File: src/hw/lmx_defs.vh
// constants for the literal, move, indirect and return execution block
`ifndef LMX_DEFS_VH
`define LMX_DEFS_VH

// ==========================================================
// opcode patterns (14-bit instruction word)
`define LMX_OP_IDLE        14'h0000
`define LMX_OP_RESET       14'h0001
`define LMX_OP_RETFI       14'h0009
`define LMX_OP_STIND_HI    11'h003
`define LMX_OP_STREL_HI    7'h7F
`define LMX_OP_BANK_HI     8'h01
`define LMX_OP_WORK_HI     6'h30
`define LMX_OP_PAGE_HI     7'h63
`define LMX_OP_STFILE_HI   7'h01

// ==========================================================
// pointer mode codes
`define LMX_MODE_PREINC    2'h0
`define LMX_MODE_PREDEC    2'h1
`define LMX_MODE_POSTINC   2'h2
`define LMX_MODE_POSTDEC   2'h3

// ==========================================================
// register layout and reset values
`define LMX_GIE_BIT        7
`define LMX_SOFTRST_BIT    2
`define LMX_IRQCTL_RESET   8'h00
`define LMX_PWRCTL_RESET   8'h0F
`define LMX_FSR_RESET      16'h0000
`define LMX_BANK_RESET     6'h00
`define LMX_PAGE_RESET     7'h00
`define LMX_WORK_RESET     8'h00
`define LMX_PC_RESET       15'h0000

`endif

File: src/hw/lmx_exec.v
// execution unit for literal loads, stores, idle, software reset and interrupt return
// Overview of operation
// - bank literal load writes 6-bit operand to bank select; flags unchanged
// - page literal load writes 7-bit operand to pc high latch; flags unchanged
// - work literal load puts 8-bit operand in working register in one cycle
// - store to file writes working register to 7-bit addressed file register
// - indirect address is pointer+1, pointer-1, the pointer itself (post modes), or pointer plus signed offset
// - mode code 00 pre-inc, 01 pre-dec, 10 post-inc, 11 post-dec
// - pointer ends at +1 for increments, -1 for decrements, unchanged for relative
// - one-bit index picks pointer; indirect port accesses the pointed location
// - pointers are 16-bit and wrap at both ends
// - pointer updates never touch status flags
// - software reset causes full device reset and clears soft reset flag
// - interrupt return pops stack to pc and sets global enable, two cycles
`timescale 1ns/10ps
`include "lmx_defs.vh"

module lmx_exec (
  input  wire        CLK,
  input  wire        RESET,
  input  wire        INSTR_VALID,
  input  wire [13:0] INSTR,
  input  wire [14:0] STACK_TOP,
  input  wire        FSR0_WRITE,
  input  wire        FSR1_WRITE,
  input  wire [15:0] FSR_WDATA,
  output reg  [5:0]  BANK_SELECT_REG,
  output reg  [6:0]  PC_HIGH_LATCH,
  output reg  [7:0]  WORK_REG,
  output reg  [7:0]  IRQ_CONTROL_REG,
  output reg  [7:0]  POWER_CONTROL_REG,
  output reg  [14:0] PC,
  output wire [15:0] FILE_SELECT_POINTER0,
  output wire [15:0] FILE_SELECT_POINTER1,
  output reg         MEM_WRITE,
  output reg  [15:0] MEM_ADDR,
  output reg  [7:0]  MEM_WDATA,
  output reg         STACK_POP,
  output wire        FLUSH_PREFETCH,
  output reg         DEVICE_RESET_REQ
);

  // ==========================================================
  // states
  localparam [1:0] ST_RUN   = 2'b01;
  localparam [1:0] ST_FLUSH = 2'b10;

  reg  [1:0]  state;
  reg  [1:0]  next_state;
  wire        live = INSTR_VALID && (state == ST_RUN);

  // ==========================================================
  // decode
  wire is_idle   = live && (INSTR == `LMX_OP_IDLE);
  wire is_reset  = live && (INSTR == `LMX_OP_RESET);
  wire is_retfi  = live && (INSTR == `LMX_OP_RETFI);
  wire is_stind  = live && (INSTR[13:3] == `LMX_OP_STIND_HI);
  wire is_strel  = live && (INSTR[13:7] == `LMX_OP_STREL_HI);
  wire is_bank   = live && (INSTR[13:6] == `LMX_OP_BANK_HI);
  wire is_page   = live && (INSTR[13:7] == `LMX_OP_PAGE_HI);
  wire is_work   = live && (INSTR[13:8] == `LMX_OP_WORK_HI);
  wire is_stfile = live && (INSTR[13:7] == `LMX_OP_STFILE_HI);

  // pointer index: bit 2 for mode form, bit 6 for relative form
  wire        sel_idx  = is_strel ? INSTR[6] : INSTR[2];
  wire [1:0]  mode     = INSTR[1:0];
  wire [5:0]  offset   = INSTR[5:0];
  wire [15:0] addr0;
  wire [15:0] addr1;

  // ==========================================================
  // two pointers, selected by the one-bit index
  lmx_ptr_unit u_ptr0 (
    .CLK        (CLK),
    .RESET      (RESET),
    .sel        (~sel_idx),
    .do_mode    (is_stind),
    .do_rel     (is_strel),
    .mode       (mode),
    .offset     (offset),
    .load       (FSR0_WRITE),
    .load_value (FSR_WDATA),
    .value      (FILE_SELECT_POINTER0),
    .addr       (addr0)
  );

  lmx_ptr_unit u_ptr1 (
    .CLK        (CLK),
    .RESET      (RESET),
    .sel        (sel_idx),
    .do_mode    (is_stind),
    .do_rel     (is_strel),
    .mode       (mode),
    .offset     (offset),
    .load       (FSR1_WRITE),
    .load_value (FSR_WDATA),
    .value      (FILE_SELECT_POINTER1),
    .addr       (addr1)
  );

  // ==========================================================
  // flush sequencing for two-cycle instructions
  always @* begin
    case (state)
      ST_RUN:   next_state = is_retfi ? ST_FLUSH : ST_RUN;
      ST_FLUSH: next_state = ST_RUN;
      default:  next_state = ST_RUN;
    endcase
  end

  assign FLUSH_PREFETCH = is_retfi;

  always @(posedge CLK) begin
    if (RESET) begin
      state <= ST_RUN;
    end else begin
      state <= next_state;
    end
  end

  // ==========================================================
  // next values of the architectural registers
  // no status flags live in this block, so no instruction here, pointer
  // steps included, can disturb zero or carry
  localparam [7:0] PWR_RESET_VALUE = `LMX_PWRCTL_RESET;

  reg [5:0]  next_bank;
  reg [6:0]  next_page;
  reg [7:0]  next_work;
  reg [14:0] next_pc;
  reg [7:0]  next_irq_control;
  reg        next_mem_write;
  reg [15:0] next_mem_addr;
  reg [7:0]  next_mem_wdata;
  reg        next_stack_pop;
  reg        next_reset_req;
  reg        next_soft_flag;
  reg        soft_flag;

  // ==========================================================
  // literal loads
  always @* begin
    next_bank = BANK_SELECT_REG;
    if (is_bank) begin
      next_bank = INSTR[5:0];
    end
  end

  always @* begin
    next_page = PC_HIGH_LATCH;
    if (is_page) begin
      next_page = INSTR[6:0];
    end
  end

  // one word, one cycle: the value is visible right after the taking edge
  always @* begin
    next_work = WORK_REG;
    if (is_work) begin
      next_work = INSTR[7:0];
    end
  end

  // ==========================================================
  // program counter
  // interrupt return loads the popped address; in the flush cycle after it
  // live is low, so the counter waits and the prefetched word is lost
  always @* begin
    next_pc = PC;
    if (is_retfi) begin
      next_pc = STACK_TOP;
    end else if (live) begin
      next_pc = PC + 15'h0001;
    end
  end

  // ==========================================================
  // interrupt control and stack
  // only the global enable is touched; the other bits belong elsewhere
  always @* begin
    next_irq_control = IRQ_CONTROL_REG;
    if (is_retfi) begin
      next_irq_control[`LMX_GIE_BIT] = 1'b1;
    end
  end

  always @* begin
    next_stack_pop = is_retfi;
  end

  // ==========================================================
  // data memory write port
  // the indirect port has no storage: its write goes to the pointed address
  always @* begin
    next_mem_write = 1'b0;
    next_mem_addr  = MEM_ADDR;
    next_mem_wdata = MEM_WDATA;
    if (is_stfile) begin
      next_mem_write = 1'b1;
      next_mem_addr  = {9'h000, INSTR[6:0]};
      next_mem_wdata = WORK_REG;
    end else if (is_stind || is_strel) begin
      next_mem_write = 1'b1;
      next_mem_addr  = sel_idx ? addr1 : addr0;
      next_mem_wdata = WORK_REG;
    end
  end

  // ==========================================================
  // software reset
  // the request goes out for one cycle; the system turns it into RESET
  always @* begin
    next_reset_req = is_reset;
  end

  // the flag has no RESET branch: the device reset that the request causes
  // must not set it again, so only power-up gives it its value
  always @* begin
    next_soft_flag = soft_flag;
    if (is_reset) begin
      next_soft_flag = 1'b0;
    end
  end

  // ==========================================================
  // register updates
  always @(posedge CLK) begin
    if (RESET) begin
      BANK_SELECT_REG <= `LMX_BANK_RESET;
      PC_HIGH_LATCH   <= `LMX_PAGE_RESET;
      WORK_REG        <= `LMX_WORK_RESET;
    end else begin
      BANK_SELECT_REG <= next_bank;
      PC_HIGH_LATCH   <= next_page;
      WORK_REG        <= next_work;
    end
  end

  always @(posedge CLK) begin
    if (RESET) begin
      PC              <= `LMX_PC_RESET;
      IRQ_CONTROL_REG <= `LMX_IRQCTL_RESET;
      STACK_POP       <= 1'b0;
    end else begin
      PC              <= next_pc;
      IRQ_CONTROL_REG <= next_irq_control;
      STACK_POP       <= next_stack_pop;
    end
  end

  always @(posedge CLK) begin
    if (RESET) begin
      MEM_WRITE <= 1'b0;
      MEM_ADDR  <= 16'h0000;
      MEM_WDATA <= 8'h00;
    end else begin
      MEM_WRITE <= next_mem_write;
      MEM_ADDR  <= next_mem_addr;
      MEM_WDATA <= next_mem_wdata;
    end
  end

  always @(posedge CLK) begin
    if (RESET) begin
      DEVICE_RESET_REQ <= 1'b0;
    end else begin
      DEVICE_RESET_REQ <= next_reset_req;
    end
  end

  // ==========================================================
  // power control view
  // a reset instruction seen while RESET is high is dropped with the rest
  always @(posedge CLK) begin
    if (!RESET) begin
      soft_flag <= next_soft_flag;
    end
  end

  // power-up value; there is no power-on input, so this relies on
  // register initialisation at configuration
  initial begin
    soft_flag = PWR_RESET_VALUE[`LMX_SOFTRST_BIT];
  end

  // the other bits are held at their reset value
  always @* begin
    POWER_CONTROL_REG                   = PWR_RESET_VALUE;
    POWER_CONTROL_REG[`LMX_SOFTRST_BIT] = soft_flag;
  end

endmodule

File: src/hw/lmx_ptr_unit.v
// one file-select pointer with address forming and update
`timescale 1ns/10ps
`include "lmx_defs.vh"

module lmx_ptr_unit (
  input  wire        CLK,
  input  wire        RESET,
  input  wire        sel,
  input  wire        do_mode,
  input  wire        do_rel,
  input  wire [1:0]  mode,
  input  wire [5:0]  offset,
  input  wire        load,
  input  wire [15:0] load_value,
  output reg  [15:0] value,
  output reg  [15:0] addr
);

  reg [15:0] next_value;

  // ==========================================================
  // address forming, wraps modulo 2^16
  always @* begin
    case (mode)
      `LMX_MODE_PREINC:  addr = value + 16'h0001;
      `LMX_MODE_PREDEC:  addr = value - 16'h0001;
      default:           addr = value;
    endcase
    if (do_rel) begin
      addr = value + {{10{offset[5]}}, offset};
    end
  end

  // ==========================================================
  // pointer update
  always @* begin
    next_value = value;
    if (load) begin
      next_value = load_value;
    end else if (sel && do_mode) begin
      if (mode[0]) begin
        next_value = value - 16'h0001;
      end else begin
        next_value = value + 16'h0001;
      end
    end
  end

  always @(posedge CLK) begin
    if (RESET) begin
      value <= `LMX_FSR_RESET;
    end else begin
      value <= next_value;
    end
  end

endmodule

File: config.mk
export PLATFORM = sky130hd
export DESIGN_NAME = lmx_exec
export DESIGN_NICKNAME = d
export VERILOG_FILES = /design/src/hw/lmx_exec.v /design/src/hw/lmx_ptr_unit.v
export VERILOG_INCLUDE_DIRS = /design/src /design/src/hw
export SDC_FILE = /design/constraint.sdc
export NUM_CORES = 1
export LEC_CHECK = 0
export ABC_AREA = 1
export BUFFER_PORTS_ARGS = -buffer_cell sky130_fd_sc_hd__clkbuf_2
export CAP_MARGIN = 0
export CELL_PAD_IN_SITES_DETAIL_PLACEMENT = 0
export CELL_PAD_IN_SITES_GLOBAL_PLACEMENT = 1
export CORE_MARGIN = 1
export CORE_UTILIZATION = 30
export DETAILED_ROUTE_END_ITERATION = 8
export GPL_TIMING_DRIVEN = 1
export PLACE_DENSITY = 0.74
export SLEW_MARGIN = 30
export SYNTH_ARGS = -nofsm -noshare
export SYNTH_HDL_FRONTEND = slang
export SYNTH_SLANG_ARGS = --single-unit
File: constraint.sdc
create_clock -name CLK -period 4.7 [get_ports CLK]
set_input_delay 0.235 -clock CLK [delete_from_list [all_inputs] [get_ports CLK]]
set_output_delay 0.235 -clock CLK [all_outputs]
set_load 0.05 [all_outputs]
**Word-level counts from Yosys, hierarchy flattened**

Cells that the tools add are included.

- Flip-flop bits (word level): 98
- Input bits: 50
- Output and inout port bits: 112

- Add/sub/neg operators: 7
- Eq/ne operators: 10
- Muxes and demuxes: 21
- Bitwise logic cells: 2
- Reductions and logical operators: 19

Operator list:

| operator | number |
|---|---|
| $mux 16 | 9 |
| $pmux 16 s2 | 2 |
| $add 16x1->16 const B | 2 |
| $add 16x16->16 | 2 |
| $sub 16x1->16 const B | 2 |
| $mux 15 | 2 |
| $mux 8 | 2 |
| $add 15x1->15 const B | 1 |
| $eq 14x1->1 const B | 1 |
| $eq 14x4->1 const B | 1 |
| $eq 7x7->1 const B | 2 |
| $mux 7 | 2 |
| $eq 11x2->1 const B | 1 |
| $logic_and 1x1->1 | 11 |
| $eq 8x1->1 const B | 1 |
| $reduce_bool 2->1 | 4 |
| $eq 7x1->1 const B | 1 |
| $eq 6x6->1 const B | 1 |
| $eq 2x1->1 const B | 2 |
| $reduce_or 2->1 | 2 |
| $mux 1 | 3 |
| $logic_not 2->1 | 1 |
| $mux 2 | 1 |
| $not 1->1 | 2 |
| $logic_or 1x1->1 | 1 |

**Logic depth before layout (Yosys ltp)**

Gate-level depths: netlist of run 1.

- Word-level depth: 8
- Gate-level depth with buffers: 15
- Mapped depth without buffers: 14

**Cells and area by module**

A second synthesis of run 1 with hierarchy kept.

- Cells, all modules: 1525
- Area, all modules: 8994.9 um^2

By module, submodules not included:

| module | times used | cells an instance | area each (um^2) | seq. area each (um^2) |
|---|---|---|---|---|
| lmx_exec | 1 | 519 | 3613.5 | 1321.3 |
| lmx_ptr_unit (u_ptr1) | 1 | 509 | 2723.9 | 320.3 |
| lmx_ptr_unit (u_ptr0) | 1 | 497 | 2657.5 | 320.3 |

**Worst setup path after synthesis of run 1**

No wires, ideal clock.

- Kind: reg2reg
- Start: reg u_ptr0.value[0]
- End: reg MEM_ADDR[8]
- Setup time: 0.064 ns
- Arrival time: 2.194 ns
- Data required time: 4.636 ns
- Path slack: 2.442 ns
- Cell stages (with the launch flop): 12
- Path buffers: 0
- Cells stage by stage: dfxtp_1 > ha_1 > inv_1 > fa_1 > inv_1 > nand2_1 > a31oi_1 > nor2_1 > or2_2 > nand3_1 > a21oi_1 > nor2_1

- Longest elaborated chain between the ends: 4

Ends and longest elaborated chain:

| element | RTL line | RTL |
|---|---|---|
| start, declared | lmx_ptr_unit.v:15 | `output reg [15:0] value,` |
| start signal, assigned | lmx_ptr_unit.v:51 | `` value <= `LMX_FSR_RESET; `` |
| start signal, assigned | lmx_ptr_unit.v:53 | `value <= next_value;` |
| $sub 16x1->16 or $add 16x1->16 (tied branches) | lmx_ptr_unit.v:26, lmx_ptr_unit.v:25 |  |
| $pmux 16 s2 | lmx_ptr_unit.v:24 | `case (mode)` |
| $mux 16 (*) | lmx_ptr_unit.v:29 | `if (do_rel) begin` |
| $mux 16 (*) | lmx_exec.v:204 | `next_mem_addr = sel_idx ? addr1 : addr0;` |
| end signal, assigned | lmx_exec.v:258 | `MEM_ADDR <= next_mem_addr;` |
| end, declared | lmx_exec.v:36 | `output reg [15:0] MEM_ADDR,` |

Mark *: on every way between the ends. The rest lies on a longest branch, timed or not.
A chain may end at the register's enable or synchronous reset.

**Worst setup path after layout of run 1**

- Start: reg state[1]
- End: reg MEM_ADDR[0]

- Longest elaborated chain between the ends: 7

Ends and longest elaborated chain:

| element | RTL line | RTL |
|---|---|---|
| start, declared | lmx_exec.v:48 | `reg [1:0] state;` |
| start signal, assigned | lmx_exec.v:117 | `state <= next_state;` |
| $eq 2x1->1 (*) | lmx_exec.v:50 | `wire live = INSTR_VALID && (state == ST_RUN);` |
| $logic_and 1x1->1 (*) | lmx_exec.v:50 |  |
| $logic_and 1x1->1 | lmx_exec.v:58 | `` wire is_strel = live && (INSTR[13:7] == `LMX_OP_STREL_HI); `` |
| $mux 16 or $mux 1 (tied branches) | lmx_ptr_unit.v:29, lmx_exec.v:65 |  |
| $mux 16 | lmx_exec.v:204 |  |
| $mux 7 | lmx_exec.v:202 | `end else if (is_stind \|\| is_strel) begin` |
| $mux 7 | lmx_exec.v:198 | `if (is_stfile) begin` |

Mark *: on every way between the ends. The rest lies on a longest branch, timed or not. The select of a mux whose other input is x is not followed.

==> results of run 1 <==
final cells by class:
class / count / share of cell area, %
repair buffers: 156 / 8.26
inverters: 164 / 6.31
well taps: 378 / 4.85
flip-flops and latches: 98 / 20.1
clock buffers: 9 / 2.31
multi-input cells: 1124 / 57.3
clock inverters: 7 / 0.808
logic make-up after synthesis:
group | count (synthesis)
flip-flops | 98
AND/OR/NAND/NOR | 772
other | 2
XOR/XNOR | 39
multiplexers | 1
buffers and inverters | 232
AO/OA/AOI/OAI | 256
adder cells (fa/ha/maj) | 41
critical path, cell delays in order (launching register included):
cell	delay [ns]
dfxtp_1	0.32
inv_1	0.04
nand3_2	0.28
nor3_1	0.09
nand2_1	0.67
clkinv_1	0.83
nand2_1	0.19
o21ai_0	0.09
or2_2	0.29
nand3_1	0.07
o211ai_1	0.09
nand2_1	0.08
inv_1	0.05
power breakdown:
part	internal [mW]	switching, mW	total, mW	leakage, nW
Combinational	0.187	0.472	0.659	3.83
Clock	0.382	0.403	0.785	0.150
Sequential	0.849	0.0528	0.902	0.796
synth_stat cells (5+ instances only):
cell type	instances	share of area, %
clkbuf_1	31	1.4
or2_2	13	0.96
a22oi_1	8	0.71
xnor2_1	6	0.62
dfxtp_1	98	23
nor2_1	162	7.2
nand2_1	415	18
a211oi_1	7	0.62
o22ai_1	10	0.74
xor2_1	33	3.4
inv_1	158	7.0
nand3_1	129	7.6
a31oi_1	5	0.37
a21oi_1	129	7.6
nor3_1	20	1.2
buf_4	19	1.7
ha_1	39	5.8
o211ai_1	15	1.3
o21ai_0	75	4.4
nand3b_1	5	0.44
nand4_1	17	1.3
buf_2	17	1.0
final timing paths:
kind                            slack [ns]  cells past startpoint                  to                from
worst max register to register        1.49                     12         MEM_ADDR[0]            state[1]
worst min-delay path                  0.11                      3               PC[1]        STACK_TOP[1]
worst max-delay path                  1.49                     12         MEM_ADDR[0]            state[1]
worst min register to register        0.46                      2  IRQ_CONTROL_REG[7]  IRQ_CONTROL_REG[7]
per-stage QoR:
stage	power (mW)	hold WS, ns	cell area [µm²]	setup WS (ns)
detailed placement	1.57	0.445	9450	1.57
global placement	1.57	0.445	9440	1.72
CTS	2.35	0.103	9750	1.53
global route	2.45	0.120	9750	1.24
floorplan	1.38	0.313	8500	2.44
finish	2.35	0.106	9750	1.49
metal layers:
| metal | share of wire (%) | up-vias |
|---|---|---|
| met2 | 46 | 321 |
| met5 | 0 | - |
| met3 | 5.7 | 38 |
| met1 | 46 | 4457 |
| met4 | 2.0 | 0 |
| li1 | - | 4894 |
state kept, by name, indices dropped and copies added (netlist names):
signal,flops
BANK_SELECT_REG,6
MEM_ADDR,16
state,2
u_ptr1.value,16
DEVICE_RESET_REQ,1
u_ptr0.value,16
WORK_REG,8
IRQ_CONTROL_REG,1
MEM_WRITE,1
STACK_POP,1
PC_HIGH_LATCH,7
PC,15
MEM_WDATA,8
==> flow_summary.json, run 1 <==
{
  "status": "finished, final reports clean",
  "ys_async_sr_fraction_pct": 0,
  "grt_usage_pct": 22.3,
  "max-cap-violations": 0,
  "cts.sinks": 98,
  "grt_first_pass_wirelength_mm": 50.0,
  "clock_latency_ns": 0.36,
  "grtUsageMet1_pct": 30.6,
  "initial_utilization_pct": 30.4,
  "gp_congestion": 0.896,
  "vdd_drop_max_mv": 0.176,
  "final_util_pct": 35.1,
  "io_buffers": 146,
  "htree_levels": 3,
  "finClkSkew_ns": 0.0151,
  "nets": 1644,
  "die_h_um": 170,
  "clockBufferDepth": 2,
  "fillers": 3161,
  "grt_use_met2_pct": 36.8,
  "antenna_found_initial": 0,
  "seq_area_mm2": 0.00196,
  "leakage_nw": 4.78,
  "multi_input_area_mm2": 0.00559,
  "report.final.slew_viol_count": 0,
  "arrival_ns": 3.46,
  "first_pass_iters": 6,
  "cts_buffers": 9,
  "setup_violations": 0,
  "cp_max_fo": 23,
  "drt_iter0_markers": 969,
  "yosysWarnings": 0,
  "overflow": 0,
  "fp-row-count": 61,
  "muxShareOfSynthArea_pct": 0.118,
  "syn_area_mm2": 0.00845,
  "worstPathRequired_ns": 4.95,
  "clkTransAtPathRegs_ns": 0.09,
  "synthXorXnorAreaFrac_pct": 4.04,
  "yosys_register_bits": 98,
  "grt.met3_usage_pct": 2.37,
  "num_vias": 9710,
  "critPathCaptureType": "flop",
  "synth-main-ff-cell": "dfxtp_1",
  "fin_setup_tns_ns": 0,
  "avgRoutedWirePerCell_um": 17.0,
  "hold_buffers": 0,
  "n_antenna_cell": 0,
  "ant_nets": 0,
  "synth.distinct_cells": 40,
  "die_w_um": 170,
  "layout_worst_path_cycle_share_pct": 68.3,
  "via_per_inst": 5.02,
  "core_mm2": 0.0278,
  "rsz0062_at_grt": "no",
  "io_pins": 162,
  "grt_max_degree": 45,
  "synth_edf_count": 0,
  "hp-class": "in -> reg",
  "drive_gt1_share_pct": 12.8,
  "avgSynthCellArea_um2": 5.87,
  "busiest_layer": "met2",
  "finalNonFillerCells": 1936,
  "drc_errors": 0,
  "wl_mm": 32.9,
  "dp_cells": 1920,
  "maxSlewHeadroom_pct": 38.5,
  "grt_pass1_vias": 9041,
  "layout_common_cells": "nand2_1, nor2_1, inv_1",
  "syn_inst": 1441,
  "cts_setup_buffers": 0,
  "synth_fa_ha_area_share_pct": 6.25,
  "dieArea_mm2": 0.0289,
  "worstSetupPathType": "reg -> reg",
  "timing.fmax_mhz": 311,
  "cts_root_buf": "clkbuf_16",
  "dp_hpwl_mm": 25.3,
  "worst_pin_slew_ns": 0.922,
  "final_common_cell": "nand2_1",
  "synth_top_family_by_area": "simple AND/OR/NAND/NOR gates",
  "power_density_mw_per_mm2": 241,
  "yosysSeqAreaShare_pct": 23.2,
  "synth_simple_gate_area_share_pct": 38.3,
  "areaGrowthSynthToFinish_pct": 15.4,
  "fin_crit_ns": 3.21,
  "cts_resized": 0,
  "finalHoldViolCount": 0,
  "crit_path_start_kind": "flop",
  "cts_tree": "built",
  "synth-compound-area-share_pct": 16.6
}
(Power assumes the default switching activity.)
==> inputs of run 2 (changes only) <==
- clock period: 4.7 -> 3.15 ns (I/O delays scaled with it)
==> run 2 against run 1 <==
Net effect: worst hold slack got worse by 0.081 ns; non-clock buffer count rose by 8; via count rose by 1.6%; final cell count rose by 0.41%; final area rose by 0.65%; count of clock-buffer cells in the layout did not move; combinational power rose by 49%; sequential share of layout area fell by 0.13 points; die area did not move; core utilization rose by 0.23 points; first-iteration DRC count fell by 17%; largest cell class unchanged.
==> flow_summary.json, run 2 (same netlist as run 1, synthesis figures left out) <==
{
  "seqPwrFrac_pct": 37.8,
  "p_switching_mw": 1.36,
  "p_int_mw": 2.19,
  "place_ws_ns": 0.589,
  "top_regs": "MEM_ADDR (16), u_ptr0.value (16), u_ptr1.value (16)",
  "power_density_mw_per_mm2": 362,
  "p_total_mw": 3.56,
  "initial_utilization_pct": 30.4,
  "wl_mm": 33.3,
  "fin_setup_tns_ns": 0,
  "rsz0062_at_grt": "no",
  "worst-path-buf-inv": 5,
  "power_frac_clock_pct": 34.6,
  "clkTransAtPathRegs_ns": 0.08,
  "drc_errors": 0,
  "vdd_drop_max_mv": 0.281,
  "clockBufferDepth": 2,
  "fillers": 3199,
  "finClkSkew_ns": 0.00846,
  "multi_input_area_mm2": 0.00558,
  "leakage_nw": 4.82,
  "hp-class": "in -> reg",
  "arrival_ns": 2.31,
  "fin_crit_ns": 2.47,
  "cts_resized": 0,
  "cp_max_fo": 18,
  "worstSetupPathType": "reg -> out",
  "die_h_um": 170,
  "worstPathRequired_ns": 2.99,
  "clock_latency_ns": 0.36,
  "cts_buffers": 9,
  "cts_setup_buffers": 0,
  "setup_violations": 0,
  "avgRoutedWirePerCell_um": 17.1,
  "htree_levels": 3,
  "final_util_pct": 35.3,
  "cts_tree": "built",
  "core_mm2": 0.0278,
  "status": "finished, final reports clean",
  "final_common_cell": "nand2_1",
  "grt_pass1_vias": 9073,
  "hold_buffers": 0,
  "nets": 1652,
  "io_pins": 162,
  "report.final.slew_viol_count": 0,
  "gp_congestion": 0.876,
  "areaGrowthSynthToFinish_pct": 16.1,
  "path_cells": "inv_1, nand3_2, nor2_1, inv_1, nor3_1, inv_1, nor2_1, buf_4, clkbuf_2",
  "cts_root_buf": "clkbuf_16",
  "postLayoutSetupSlackWorst_ns": 0.679,
  "first_pass_iters": 6,
  "comb_power_share_pct": 27.6,
  "swShare_pct": 38.4,
  "slowest_stage": "nand3_2",
  "ant_nets": 0,
  "maxSlewHeadroom_pct": 40.2,
  "via_per_inst": 5.07,
  "fp-row-count": 61,
  "seq_area_mm2": 0.00196,
  "worst_pin_slew_ns": 0.896,
  "max-cap-violations": 0,
  "cpLargestDelayFamily": "simple AND/OR/NAND/NOR gates",
  "dieArea_mm2": 0.0289,
  "drive_gt1_share_pct": 13.3,
  "grt_first_pass_wirelength_mm": 50.7,
  "cp_common_cell": "inv_1",
  "crit_path_start_kind": "flop",
  "layout_worst_path_cycle_share_pct": 78.5,
  "dp_hpwl_mm": 25.9,
  "overflow": 0,
  "whs_ns": 0.0251,
  "timing.fmax_mhz": 405,
  "finalHoldViolCount": 0,
  "io_buffers": 146,
  "n_antenna_cell": 0,
  "worst_path_largest_cell_delay_ns": 0.32,
  "grt_max_degree": 51,
  "die_w_um": 170,
  "layout_common_cells": "nand2_1, nor2_1, inv_1",
  "antenna_found_initial": 0,
  "critPathCaptureType": "primary output",
  "num_vias": 9865,
  "cts.sinks": 98,
  "drt_iter0_markers": 806,
  "grt_usage_pct": 22.7
}
==> run 2: power by group through the flow <==
stage	Clock [mW]	Sequential, mW	Combinational, mW
3_5_place_dp	0	1.37	0.965
6_report	1.23	1.35	0.981
5_1_grt	1.31	1.35	1.08
3_3_place_gp	0	1.38	0.965
2_1_floorplan	0	1.43	0.626
4_1_cts	1.25	1.35	0.970
==> run 2: layer usage <==
layer | track usage (%) | vias up | part of all wire, %
li1 | - | 4903 | -
met4 | 8.58 | 0 | 3.1
met3 | 2.47 | 64 | 5.3
met5 | 0 | - | 0
met1 | 30.1 | 4566 | 45
met2 | 37.7 | 332 | 46
==> run 2: final cells by class <==
cell class | count | area share, %
clock buffers | 9 | 2.29
flip-flops and latches | 98 | 20.0
well taps | 378 | 4.82
inverters | 164 | 6.27
clock inverters | 7 | 0.930
repair buffers | 164 | 8.82
multi-input cells | 1124 | 56.9
==> run 2: worst paths after layout <==
| path | startpoint | end | slack [ns] | depth (start not counted) |
|---|---|---|---|---|
| max | state[1] | FLUSH_PREFETCH | 0.68 | 9 |
| min | STACK_TOP[2] | PC[2] | 0.03 | 3 |
| max reg2reg | state[1] | u_ptr0.value[3] | 0.71 | 11 |
| min reg2reg | WORK_REG[6] | MEM_WDATA[6] | 0.47 | 2 |
==> run 2: worst register-to-register path: stages, from the launching register on <==
cell and delay, ns:
dfxtp_1 0.30, inv_1 0.05, nand3_2 0.32, clkinv_1 0.19, nand3_2 0.21, o21ai_4 0.30
buf_4 0.30, nand2_2 0.14, nand2_2 0.21, inv_2 0.12, nand2_1 0.08, a31oi_1 0.08
==> run 2: through the flow <==
stage | instance area, µm² | std cells
6_report | 9820 | 1944
5_1_grt | 9820 | 1944
4_1_cts | 9820 | 1944
3_5_place_dp | 9500 | 1928
3_3_place_gp | 9500 | 1928
2_1_floorplan | 8500 | 1454
